--- src/imdec_pkg.sv ---
// package of the image memory instruction decoder: fields, offsets, types
package imdec_pkg;
    // instruction field positions, first dword
    localparam int OP_LO_POS    = 0;
    localparam int NSA_LO_POS   = 1;
    localparam int DEVCOH_POS   = 7;
    localparam int DMASK_LO_POS = 8;
    localparam int UNNORMALIZED_ADDR_BIT_POS     = 12;
    localparam int GLC_POS      = 13;
    localparam int SMALL_POS    = 15;
    localparam int TFE_POS      = 16;
    localparam int LWE_POS      = 17;
    localparam int OP_HI_LO_POS = 18;
    localparam int SYSCOH_POS   = 25;
    localparam int ENC_LO_POS   = 26;
    // second dword fields, positions within dword 1
    localparam int ADDR_VREG_FIELD_LO_POS = 0;
    localparam int DATA_VREG_FIELD_LO_POS = 8;
    localparam int RSRC_LO_POS  = 16;
    localparam int SAMP_LO_POS  = 21;
    localparam int HADDR_POS    = 30;
    localparam int HDATA_POS    = 31;
    // major encoding of the image memory format
    localparam logic [5:0] IMG_ENCODING = 6'h3c;
    // instruction length limits in dwords
    localparam logic [2:0] MIN_DWORDS   = 3'h2;
    localparam logic [2:0] MAX_DWORDS   = 3'h5;
    // scalar register counts of the resource constant
    localparam logic [3:0] SMALL_RSRC_REGS = 4'h4;
    localparam logic [3:0] LARGE_RSRC_REGS = 4'h8;
    // opcodes of the load and store entries
    localparam logic [7:0] OPC_LOAD       = 8'h00;
    localparam logic [7:0] OPC_LOAD_MIP   = 8'h01;
    localparam logic [7:0] OPC_STORE      = 8'h08;
    localparam logic [7:0] OPC_STORE_MIP  = 8'h09;
    // atomic opcode window, values are arbitrary defaults
    localparam logic [7:0] OPC_ATOMIC_LO  = 8'h0f;
    localparam logic [7:0] OPC_ATOMIC_HI  = 8'h1f;
    // address slots: one base plus four per extra dword
    localparam int ADDR_SLOTS = 13;
    // register byte offsets
    localparam logic [3:0] REG_CTRL   = 4'h0;
    localparam logic [3:0] REG_STATUS = 4'h4;
    localparam logic [3:0] REG_COUNT  = 4'h8;
    localparam logic [3:0] REG_LAST   = 4'hc;
    // reset value and bus transfer type
    localparam logic       CTRL_EN_RST = 1'b1;
    localparam logic [1:0] HTRANS_NONSEQ = 2'h2;

    // operation class of the decoded opcode
    typedef enum logic [2:0] {
        IMDEC_LOAD, IMDEC_LOAD_LVL, IMDEC_STORE, IMDEC_STORE_LVL,
        IMDEC_ATOMIC, IMDEC_OTHER
    } imdec_op_t;

    // decoded instruction handed to the memory pipeline
    typedef struct packed {
        imdec_op_t       op_class;
        logic [7:0]      opcode;
        logic [2:0]      length;
        logic [1:0]      nsa_cnt;
        logic            dev_coh;
        logic [3:0]      dmask;
        logic            unnorm;
        logic            l0_bypass;
        logic            return_preop;
        logic            small_rsrc;
        logic [3:0]      rsrc_cnt;
        logic            tex_fail_en;
        logic            lod_warn_en;
        logic [1:0]      l2_policy;
        logic [7:0]      data_vreg;
        logic [6:0]      rsrc_sreg;
        logic [6:0]      samp_sreg;
        logic            half_addr;
        logic            addr_float;
        logic            half_data;
        logic [2:0]      data_reg_cnt;
        logic [3:0][7:0] comp_vreg;
        logic [3:0]      comp_half;
        logic [3:0]      comp_zero;
        logic [ADDR_SLOTS-1:0][7:0] addr_vreg;
    } imdec_dec_t;
endpackage

--- src/imdec_top.sv ---
// image memory instruction decoder with its register slave
// What this block does
// - accept 2 to 5 dwords, consume exactly
// - normal form uses contiguous address registers
// - scattered form reads 1-3 extra register dwords
// - bits 2:1 count extra dwords
// - bit 7 marks device coherent access
// - mask picks returned components, consecutive registers
// - store components not enabled written zero
// - half data stores use mask as count
// - bit 12 unnormalized, required on stores
// - bit 13 bypass, or atomic returns old
// - bit 15 picks four or eight registers
// - bit 16 passes texture fail enable
// - bit 17 allows lod clamp warning
// - opcode from bit 0 and 24:18
// - bit 25 with bit 7 sets l2 policy
// - bits 39:32 first address register
// - bits 47:40 first data register
// - bits 52:48 resource pointer, four aligned
// - bits 57:53 sampler pointer, four aligned
// - bit 62 packs address components half width
//
// Our own choices: the register offsets and the AHB-Lite register port.
`timescale 1ns/1ps
`default_nettype none
module imdec_top (
    // clock and reset
    input  wire logic                 sys_clk,
    input  wire logic                 rst_n,
    // ahb-lite register slave
    input  wire logic                 hsel,
    input  wire logic [31:0]          haddr,
    input  wire logic [1:0]           htrans,
    input  wire logic                 hwrite,
    input  wire logic [2:0]           hsize,
    input  wire logic [31:0]          hwdata,
    input  wire logic                 hready,
    output logic      [31:0]          hrdata,
    output logic                      hreadyout,
    output logic                      hresp,
    // instruction dwords from fetch
    input  wire logic [31:0]          fetch_dword,
    input  wire logic                 fetch_valid,
    output logic                      fetch_ready,
    // decoded instruction to the memory pipeline
    output var imdec_pkg::imdec_dec_t dec_out,
    output logic                      dec_valid,
    input  wire logic                 dec_ready
);
    import imdec_pkg::*;

    // decode sequence states
    typedef enum logic [2:0] {S_DW0, S_DW1, S_EXT, S_DEC, S_OUT} imdec_st_t;

    imdec_st_t        st_ff, nxt_st;     // sequence state
    logic [31:0]      dw0_ff;            // first dword
    logic [31:0]      dw1_ff;            // second dword
    logic [2:0][31:0] ext_ff;            // extra address dwords
    logic [1:0]       ext_idx_ff;        // extra dwords taken
    imdec_dec_t       dec_ff;            // registered decode
    imdec_dec_t       dec_w;             // decode of held dwords
    logic             en_ff;             // decoder enable
    logic             bad_enc_ff;        // sticky wrong encoding
    logic             unnormalized_addr_bit_err_ff;       // sticky missing unnorm on store
    logic [15:0]      count_ff;          // decoded instruction count
    logic             wr_pend_ff;        // ahb write data phase
    logic [3:0]       wr_addr_ff;        // ahb write offset
    logic             rd_pend_ff;        // ahb read data phase
    logic [3:0]       rd_addr_ff;        // ahb read offset

    // handshakes
    wire take_w    = fetch_valid & fetch_ready;
    wire enc_ok_w  = fetch_dword[31:ENC_LO_POS] == IMG_ENCODING;
    wire [1:0] nsa_w = dw0_ff[NSA_LO_POS+1:NSA_LO_POS];
    wire out_take_w = dec_valid & dec_ready;
    assign fetch_ready = en_ff & (st_ff != S_DEC) & (st_ff != S_OUT);
    assign dec_valid   = (st_ff == S_OUT);
    assign dec_out     = dec_ff;

    // next state: dword 0, dword 1, then nsa extra dwords
    always_comb begin
        nxt_st = st_ff;
        unique case (st_ff)
            S_DW0: if (take_w && enc_ok_w) nxt_st = S_DW1;
            S_DW1: if (take_w) begin
                // normal form ends here, scattered reads more
                nxt_st = (nsa_w == 2'h0) ? S_DEC : S_EXT;
            end
            S_EXT: if (take_w && (ext_idx_ff + 2'h1 == nsa_w)) begin
                nxt_st = S_DEC; // exact length consumed
            end
            S_DEC: nxt_st = S_OUT;
            S_OUT: if (out_take_w) nxt_st = S_DW0;
        endcase
    end

    // state register
    always_ff @(posedge sys_clk or negedge rst_n) begin
        if (!rst_n) begin
            st_ff <= S_DW0;
        end else begin
            st_ff <= nxt_st;
        end
    end

    // dword capture
    always_ff @(posedge sys_clk or negedge rst_n) begin
        if (!rst_n) begin
            dw0_ff     <= 32'h0;
            dw1_ff     <= 32'h0;
            ext_ff     <= '0;
            ext_idx_ff <= 2'h0;
        end else if (take_w) begin
            if (st_ff == S_DW0) begin
                dw0_ff     <= fetch_dword;
                ext_idx_ff <= 2'h0;
            end
            if (st_ff == S_DW1) dw1_ff <= fetch_dword;
            if (st_ff == S_EXT) begin
                ext_ff[ext_idx_ff] <= fetch_dword;
                ext_idx_ff         <= ext_idx_ff + 2'h1;
            end
        end
    end

    // field extraction
    // bit 0 is the opcode's top bit, bits 24:18 its low seven
    wire [7:0] opc_w  = {dw0_ff[OP_LO_POS],
                         dw0_ff[OP_HI_LO_POS+6:OP_HI_LO_POS]};
    wire [3:0] dmask_w = dw0_ff[DMASK_LO_POS+3:DMASK_LO_POS];
    wire [7:0] addr_vreg_field_w = dw1_ff[ADDR_VREG_FIELD_LO_POS+7:ADDR_VREG_FIELD_LO_POS];
    wire [7:0] data_vreg_field_w = dw1_ff[DATA_VREG_FIELD_LO_POS+7:DATA_VREG_FIELD_LO_POS];
    wire       hdata_w = dw1_ff[HDATA_POS];
    wire       is_atomic_w = (opc_w >= OPC_ATOMIC_LO) &&
                             (opc_w <= OPC_ATOMIC_HI);

    // operation class
    imdec_op_t cls_w;
    assign cls_w = (opc_w == OPC_LOAD)      ? IMDEC_LOAD      :
                   (opc_w == OPC_LOAD_MIP)  ? IMDEC_LOAD_LVL  :
                   (opc_w == OPC_STORE)     ? IMDEC_STORE     :
                   (opc_w == OPC_STORE_MIP) ? IMDEC_STORE_LVL :
                   is_atomic_w              ? IMDEC_ATOMIC    : IMDEC_OTHER;
    wire is_store_w = (cls_w == IMDEC_STORE) || (cls_w == IMDEC_STORE_LVL);
    wire no_samp_w  = (cls_w != IMDEC_OTHER);

    // count of set bits in a four bit mask
    function automatic logic [2:0] pop4(input logic [3:0] m);
        pop4 = {2'h0, m[0]} + {2'h0, m[1]} + {2'h0, m[2]} + {2'h0, m[3]};
    endfunction
    wire [2:0] pop_w = pop4(dmask_w);

    // scalar fields and cache policy
    assign dec_w.op_class     = cls_w;
    assign dec_w.opcode       = opc_w;
    assign dec_w.length       = MIN_DWORDS + {1'b0, nsa_w};
    assign dec_w.nsa_cnt      = nsa_w;
    assign dec_w.dev_coh      = dw0_ff[DEVCOH_POS];
    assign dec_w.dmask        = dmask_w;
    assign dec_w.unnorm       = dw0_ff[UNNORMALIZED_ADDR_BIT_POS];
    assign dec_w.l0_bypass    = dw0_ff[GLC_POS] & ~is_atomic_w;
    assign dec_w.return_preop = dw0_ff[GLC_POS] & is_atomic_w;
    assign dec_w.small_rsrc   = dw0_ff[SMALL_POS];
    assign dec_w.rsrc_cnt     = dw0_ff[SMALL_POS] ? SMALL_RSRC_REGS
                                                  : LARGE_RSRC_REGS;
    assign dec_w.tex_fail_en  = dw0_ff[TFE_POS];
    assign dec_w.lod_warn_en  = dw0_ff[LWE_POS];
    assign dec_w.l2_policy    = {dw0_ff[SYSCOH_POS],
                                 dw0_ff[DEVCOH_POS]};
    assign dec_w.data_vreg    = data_vreg_field_w;
    // pointers gain two zero low bits, four aligned
    assign dec_w.rsrc_sreg    = {dw1_ff[RSRC_LO_POS+4:RSRC_LO_POS],
                                 2'h0};
    assign dec_w.samp_sreg    = {dw1_ff[SAMP_LO_POS+4:SAMP_LO_POS],
                                 2'h0};
    assign dec_w.half_addr    = dw1_ff[HADDR_POS];
    // unsigned without sampler, float with one
    assign dec_w.addr_float   = dw1_ff[HADDR_POS] & ~no_samp_w;
    assign dec_w.half_data    = hdata_w;
    // two half words share one register on half data stores
    assign dec_w.data_reg_cnt = (hdata_w && is_store_w) ?
                                3'((pop_w + 3'h1) >> 1) : pop_w;

    // per component data register mapping
    genvar gi;
    generate
        for (gi = 0; gi < 4; gi++) begin : g_comp
            localparam logic [3:0] BELOW = 4'((1 << gi) - 1);
            localparam logic [2:0] IDX   = 3'(gi);
            wire [2:0] rank_w = pop4(dmask_w & BELOW);
            wire       d16_w  = hdata_w & is_store_w;
            // enabled components take consecutive registers
            // half data: word gi is low then high half
            assign dec_w.comp_vreg[gi] = d16_w ?
                data_vreg_field_w + {7'h0, IDX[1]} : data_vreg_field_w + {5'h0, rank_w};
            assign dec_w.comp_half[gi] = d16_w & IDX[0];
            // stores fill missing components with zero
            assign dec_w.comp_zero[gi] = d16_w ? (IDX >= pop_w)
                                               : ~dmask_w[gi];
        end
    endgenerate

    // per slot address register mapping
    genvar ga;
    generate
        for (ga = 0; ga < ADDR_SLOTS; ga++) begin : g_addr
            if (ga == 0) begin : g_base
                assign dec_w.addr_vreg[ga] = addr_vreg_field_w;
            end else begin : g_rest
                localparam int DW = (ga - 1) / 4;
                localparam int BY = (ga - 1) % 4;
                localparam logic [1:0] DWN = 2'(DW);
                wire [7:0] sc_w = ext_ff[DW][BY*8+7:BY*8];
                // scattered slot, or contiguous run
                assign dec_w.addr_vreg[ga] =
                    (nsa_w == 2'h0) ? addr_vreg_field_w + 8'(ga) :
                    (DWN < nsa_w)   ? sc_w : 8'h0;
            end
        end
    endgenerate

    // decode register, loaded once all dwords are in
    always_ff @(posedge sys_clk or negedge rst_n) begin
        if (!rst_n) begin
            dec_ff <= '0;
        end else if (st_ff == S_DEC) begin
            dec_ff <= dec_w;
        end
    end

    // ahb address phase decode
    wire       acc_w   = hsel & hready & (htrans == HTRANS_NONSEQ);
    wire [3:0] off_w   = {haddr[3:2], 2'h0};
    wire       wr_st_w = wr_pend_ff & (wr_addr_ff == REG_STATUS);
    wire       wr_ct_w = wr_pend_ff & (wr_addr_ff == REG_CTRL);
    // store without unnormalized addressing is flagged
    wire unnormalized_addr_bit_ev_w = (st_ff == S_DEC) & (is_store_w | is_atomic_w) &
                     ~dw0_ff[UNNORMALIZED_ADDR_BIT_POS];
    wire benc_ev_w = take_w & (st_ff == S_DW0) & ~enc_ok_w;
    assign hreadyout = 1'b1;
    assign hresp     = 1'b0;

    // ahb phase registers
    always_ff @(posedge sys_clk or negedge rst_n) begin
        if (!rst_n) begin
            wr_pend_ff <= 1'b0;
            rd_pend_ff <= 1'b0;
            wr_addr_ff <= 4'h0;
            rd_addr_ff <= 4'h0;
        end else if (hready) begin
            wr_pend_ff <= acc_w & hwrite;
            rd_pend_ff <= acc_w & ~hwrite;
            wr_addr_ff <= off_w;
            rd_addr_ff <= off_w;
        end
    end

    // control and sticky status, a new event wins over its clear
    always_ff @(posedge sys_clk or negedge rst_n) begin
        if (!rst_n) begin
            en_ff       <= CTRL_EN_RST;
            bad_enc_ff  <= 1'b0;
            unnormalized_addr_bit_err_ff <= 1'b0;
        end else begin
            if (wr_ct_w) en_ff <= hwdata[0];
            bad_enc_ff  <= benc_ev_w | (bad_enc_ff & ~(wr_st_w & hwdata[1]));
            unnormalized_addr_bit_err_ff <= unnormalized_addr_bit_ev_w | (unnormalized_addr_bit_err_ff & ~(wr_st_w & hwdata[2]));
        end
    end

    // decoded instruction counter, cleared by writing it
    always_ff @(posedge sys_clk or negedge rst_n) begin
        if (!rst_n) begin
            count_ff <= 16'h0;
        end else if (st_ff == S_DEC) begin
            count_ff <= count_ff + 16'h1;
        end else if (wr_pend_ff && (wr_addr_ff == REG_COUNT)) begin
            count_ff <= 16'h0;
        end
    end

    // read data mux, haddr bits 3:2 pick one of the four registers, higher offsets alias
    wire [31:0] rd_mux_w =
        (rd_addr_ff == REG_CTRL)   ? {31'h0, en_ff} :
        (rd_addr_ff == REG_STATUS) ? {29'h0, unnormalized_addr_bit_err_ff, bad_enc_ff,
                                      (st_ff != S_DW0)} :
        (rd_addr_ff == REG_COUNT)  ? {16'h0, count_ff} :
        (rd_addr_ff == REG_LAST)   ? {21'h0, dec_ff.length,
                                      dec_ff.opcode} : 32'h0;
    assign hrdata = rd_pend_ff ? rd_mux_w : 32'h0;
endmodule // imdec_top
`default_nettype wire

--- config.mk ---
export PLATFORM = sky130hd
export DESIGN_NAME = imdec_top
export DESIGN_NICKNAME = d
export VERILOG_FILES = /design/src/imdec_pkg.sv /design/src/imdec_top.sv
export SDC_FILE = /design/constraint.sdc
export NUM_CORES = 1
export LEC_CHECK = 0
export BUFFER_PORTS_ARGS = -buffer_cell sky130_fd_sc_hd__buf_2
export CORE_MARGIN = 5
export CORE_UTILIZATION = 50
export CTS_CLUSTER_DIAMETER = 40
export DETAILED_ROUTE_END_ITERATION = 12
export PLACE_DENSITY = 0.78
export SLEW_MARGIN = 15
export SYNTH_ARGS = -nofsm -noshare
export SYNTH_HDL_FRONTEND = slang
export SYNTH_SLANG_ARGS = --single-unit
--- constraint.sdc ---
create_clock -name sys_clk -period 4.3 [get_ports sys_clk]
set_clock_uncertainty 0.1 [all_clocks]
set_input_delay 0.86 -clock sys_clk [delete_from_list [all_inputs] [get_ports sys_clk]]
set_output_delay 0.86 -clock sys_clk [all_outputs]
set_load 0.02 [all_outputs]
* After elaboration in Yosys (flattened, before gate mapping)
Index checks and enable logic that the tools add are counted.
Cells by class: add/subtract/negate cells 23, $lt $le $gt $ge 11, equality and inequality tests 22, mux-type cells 56, bitwise gates (word level) 36, reductions and logical operators 19
Operator list (count):
- 8-bit 2-to-1 mux | 27
- 96-bit bitwise mux | 1
- 16-bit 2-to-1 mux | 6
- 32-bit demux with 2-bit select | 1
- 8-bit by 4-bit adder with 8-bit output (second input constant) | 5
- 8-bit by 3-bit adder with 8-bit output (second input constant) | 4
- 32-bit 2-to-1 mux | 1
- 3-bit 2-to-1 mux | 9
- 1-bit AND | 22
- 16-bit by 1-bit adder with 16-bit output (second input constant) | 1
- 8-bit by 1-bit adder with 8-bit output (second input constant) | 2
- 8-bit by 2-bit adder with 8-bit output (second input constant) | 2
- 8-bit by 3-bit adder with 8-bit output | 2
- 8-bit by 4-bit == test with 1-bit output (second input constant) | 2
- 3-bit one-hot mux with 5 select lines | 1
- 3-bit by 2-bit == test with 1-bit output (second input constant) | 4
- 11-bit 2-to-1 mux | 1
- 1-bit inverter | 11
- 8-bit by 1-bit adder with 8-bit output | 1
- 8-bit by 1-bit == test with 1-bit output (second input constant) | 1
- 8-bit by 4-bit >= comparator with 1-bit output (second input constant) | 1
- 8-bit by 5-bit <= comparator with 1-bit output (second input constant) | 1
- 8-bit zero test | 1
- 2-bit AND reduction | 4
- other kinds (34) | 56
Storage, ports and cells: register bits 372, output and inout bits 241

* Logic depth before layout (Yosys ltp)
depth after elaboration 13, mapped depth 9, depth with buffers taken out 9

* Worst setup path before layout
No wires, ideal clock.
path type register to register, start register dw0_ff[8], end register dec_ff, in the netlist dec_out[104], arrival time 2.298 ns, required time 4.071 ns, slack 1.774 ns, cell stages (with the launch flop) 10, buffers on the path 0, clock period less this slack 2.526 ns, cell sequence dfrtp_1 fa_1 ha_1 fa_1 inv_1 ha_1 a21oi_1 nor2_1 o21ai_0 o21ai_1
Between the ends: word-level cells in the longest chain between the ends 5, elaborated cells between the ends (all ways) 6, classes of those cells add/sub: 3; order compare: 1; mux: 1; bitwise: 1
Ends and longest elaborated chain:
- start: declaration | RTL line imdec_top.sv:57 | logic [31:0] dw0_ff;
- start signal: assignment | RTL line imdec_top.sv:116 | dw0_ff <= fetch_dword;
- 1-bit by 1-bit adder with 2-bit output | RTL line imdec_top.sv:150 | pop4 = {2'h0, m[0]} + {2'h0, m[1]} + {2'h0, m[2]} + {2'h0, m[3]};
- 2-bit by 1-bit adder with 3-bit output | RTL line imdec_top.sv:150
- 3-bit by 1-bit adder with 3-bit output | RTL line imdec_top.sv:150
- 1-bit by 3-bit >= comparator with 1-bit output | RTL line imdec_top.sv:199 | assign dec_w.comp_zero[gi] = d16_w ? (IDX >= pop_w)
- 1-bit 2-to-1 mux * | RTL line imdec_top.sv:199
- end signal: assignment | RTL line imdec_top.sv:228 | dec_ff <= dec_w;
- end: declaration | RTL line imdec_top.sv:61 | imdec_dec_t dec_ff;
Mark *: on every way between the ends. The rest lies on a longest branch, timed or not. A chain may end at the register's enable or synchronous reset.

* Worst setup path after layout
start register st_ff[1], end output port hrdata[0]
Between the ends: word-level cells in the longest chain between the ends 4
Ends and longest elaborated chain:
- start: declaration | RTL line imdec_top.sv:56 | imdec_st_t st_ff, nxt_st;
- start signal: assignment | RTL line imdec_top.sv:103 | st_ff <= nxt_st;
- 3-bit nonzero test | RTL line imdec_top.sv:287 | (st_ff != S_DW0)} :
- 16-bit 2-to-1 mux | RTL line imdec_top.sv:286 | (rd_addr_ff == REG_STATUS) ? {29'h0, unnormalized_addr_bit_err_ff, bad_enc_ff,
- 16-bit 2-to-1 mux | RTL line imdec_top.sv:285 | (rd_addr_ff == REG_CTRL) ? {31'h0, en_ff} :
- 16-bit 2-to-1 mux | RTL line imdec_top.sv:291 | assign hrdata = rd_pend_ff ? rd_mux_w : 32'h0;
- end: declaration | RTL line imdec_top.sv:39 | output logic [31:0] hrdata,
No other way between the ends.

==> flow_summary.yaml <==
sta:
  hold_viol: 0
  worst_pin_slew_ns: 1.17
  drv_slew: 0
  fmax_mhz: 305
  whs_ns: 0.213
  setup_tns_ns: 0
  finalSetupViolCount: 0
  finalCritPeriodShare_pct: 76.3
  rsz0062_at_grt: "no"
  post-route-min-period_ns: 3.28
  slew_headroom_pct: 22.1
yosys:
  synthFlopType: "dfrtp_1"
  synth_async_sr_flop_share_pct: 100
  syn_inst: 1585
  yosysUniqueCellTypes: 65
  syn_avg_cell_area_um2: 10.6
  seq_area_frac_synth_pct: 53.3
  syn_area_um2: 16800
  yosys_warnings: 0
  ys_ff_latch: 357
  synth-edff-count: 0
floorplan:
  die-area_um2: 37300
  io_pins: 349
  die_x_um: 193
  row_count: 67
  core_area_um2: 33300
  die_h_um: 193
  initial_utilization_pct: 50.4
grt:
  grt_overflow: 0
  grt_pass1_vias: 12536
  grt_max_degree: 108
  antenna_found_initial: 0
  global_route.usage.total_pct: 24.6
  grt_pass1_wl_um: 71300
placed_design:
  place_inst: 2195
  hpwl_um: 31600
  gp_congestion: 0.839
  numPortBuffers: 260
final_layout:
  multi_input_area_um2: 7010
  fillers: 2691
  final_nets: 1940
  area.growth.synth_to_final_pct: 17.6
  seq_area_um2: 8930
  num_antenna_cells: 0
  layout.cells.non_filler: 2281
  layout-drive-gt1-share_pct: 28.3
critical_path:
  cp_data_arrival_time_ns: 2.32
  critPathLaunchType: "flop"
  ff2ff_setup_slack_ns: 1.42
  r2r_cells: 7
  cp.required_ns: 3.34
  r2r_end: "dec_out[78]"
  worstPathMaxFanout: 12
  path_class: "reg -> out"
  end_kind: "primary output"
  r2r-start: "dw1_ff[3]"
route:
  vias_per_cell: 5.55
  first_pass_iters: 7
  wl_per_cell_um: 20.5
  dr_total_vias: 12666
  drt_iter0_drc: 1018
  postRouteAntennaNets: 0
  drc: 0
  wirelength_um: 46800
job:
  cap_violations: 0
cts:
  clk_path_buf_depth: 3
  postCtsSetupBuffers: 0
  insertion_delay_ns: 0.54
  clkSinkCount: 357
  cts_max_level: 2
  cts_tree: "done"
  cts_made_buffers: 47
  cts.clk_slew.worst_paths_ns: 0.06
  ctsHoldBuffers: 0
  cts_resized: 0
  root_buffer: "clkbuf_16"
power_and_ir_drop:
  powerDensity_nw_per_um2: 835
  max-vdd-ir-drop_v: 0.000435
  p_leak_nw: 9.89
  p_total_w: 0.0165
outcome:
  status: "finished, final reports clean"
hold_path:
  hold_class: "in -> async"
==> flip-flops by register name, indices dropped and copies added, names as in the netlist <==
register and flops:
dec_out 184, count_ff 16, en_ff 1, st_ff 3, dw0_ff 21, ext_ff 96, rd_pend_ff 1, ext_idx_ff 2
wr_addr_ff 2, unnormalized_addr_bit_err_ff 1, bad_enc_ff 1, dw1_ff 28, wr_pend_ff 1
==> how the worst max path moves through the flow <==
| stage | startpoint | to | slack [ns] | depth (start not counted) |
|---|---|---|---|---|
| after CTS | st_ff[1] | hrdata[0] | 1.01 | 4 |
| after floorplan | dw0_ff[8] | dec_out[104] | 1.77 | 9 |
| after global routing | st_ff[1] | hrdata[0] | 0.96 | 4 |
| final | st_ff[1] | hrdata[0] | 1.02 | 4 |
| after global placement | dw0_ff[8] | dec_out[104] | 1.56 | 9 |
| after detailed placement | dw0_ff[8] | dec_out[104] | 1.47 | 9 |
==> per-layer routing <==
metal / track usage (%) / wire length, um
met2: 39.1 / 21700
met1: 33.0 / 19300
met5: 0 / 0
met3: 6.30 / 4080
met4: 8.63 / 1750
==> worst max-delay path, cell delays in order, from the launching register on <==
cell,delay [ns]
dfrtp_1,0.59
or3_1,0.41
mux4_2,0.46
and2_1,0.17
buf_2,0.15
==> power breakdown <==
| group | internal [W] | total [W] | leakage, nW | switching, W |
|---|---|---|---|---|
| combinational | 0.00239 | 0.00655 | 4.47 | 0.00416 |
| clock | 0.00256 | 0.00409 | 0.809 | 0.00153 |
| sequential | 0.00469 | 0.00582 | 4.61 | 0.00113 |
==> cell type report <==
type | count | area share (%)
multi-input combinational | 1094 | 35.6
timing repair buffer | 278 | 7.53
tap | 448 | 2.84
clock buffer | 55 | 6.44
sequential | 357 | 45.3
clock inverter | 31 | 1.95
inverter | 18 | 0.343
==> synth_stat cells (17+ instances only) <==
cell type / n / area [um^2]
a21oi_1: 66 / 330
a221oi_1: 35 / 307
buf_2: 46 / 230
buf_4: 44 / 330
clkbuf_1: 35 / 131
dfrtp_1: 356 / 8910
ha_1: 32 / 400
inv_1: 17 / 63.8
mux2_2: 134 / 1510
mux2i_1: 20 / 200
nand2_1: 275 / 1030
nand3_1: 26 / 130
nor2_1: 145 / 544
o21ai_0: 116 / 581
xnor2_1: 38 / 333
xor2_1: 29 / 254
==> logic make-up after synthesis <==
| family | after synthesis | share of synthesized area [%] |
|---|---|---|
| buf+inv | 158 | 5.49 |
| fa+ha+maj | 36 | 2.87 |
| compound gates | 268 | 9.31 |
| xor+xnor | 67 | 3.50 |
| other cells | 2 | 0.0448 |
| simple gates | 524 | 13.7 |
| mux | 173 | 11.7 |
| flops | 357 | 53.3 |
==> metrics by stage <==
step / setup slack [ns] / instance area, um^2 / util [%]
finish: 1.02 / 19700 / 59.2
global route: 0.959 / 19700 / 59.2
CTS: 1.01 / 19700 / 59.2
detailed placement: 1.47 / 18100 / 54.3
global placement: 1.56 / 18100 / 54.3
floorplan: 1.77 / 16900 / -
==> placed cells by master (no fill, tap or decap), types with 4 or more instances in the layout <==
master	synthesis	routed
clkinvlp_4	0	4
a21oi_1	66	66
clkbuf_16	0	49
inv_6	0	5
and2_1	13	13
fa_1	4	4
mux2i_1	20	20
o21ai_1	12	12
a21o_1	7	7
nand2_1	275	275
and3_1	6	6
xnor2_1	38	38
nor2b_1	5	5
bufinv_16	0	7
mux2_1	13	13
buf_2	46	259
clkinv_2	0	11
nor3_1	5	5
buf_4	44	15
nand4_1	10	10
nand3_1	26	26
a22oi_1	5	5
inv_1	17	17
a221oi_1	35	35
nor2_1	145	144
or3_1	7	7
a31oi_1	10	10
clkbuf_1	35	4
nand2b_1	5	5
o21ai_0	116	116
o31ai_1	6	6
conb_1	2	26
mux2_2	134	134
ha_1	32	32
xor2_1	29	29
dfrtp_1	356	356
Note: power is estimated with default switching activity, not from simulation.
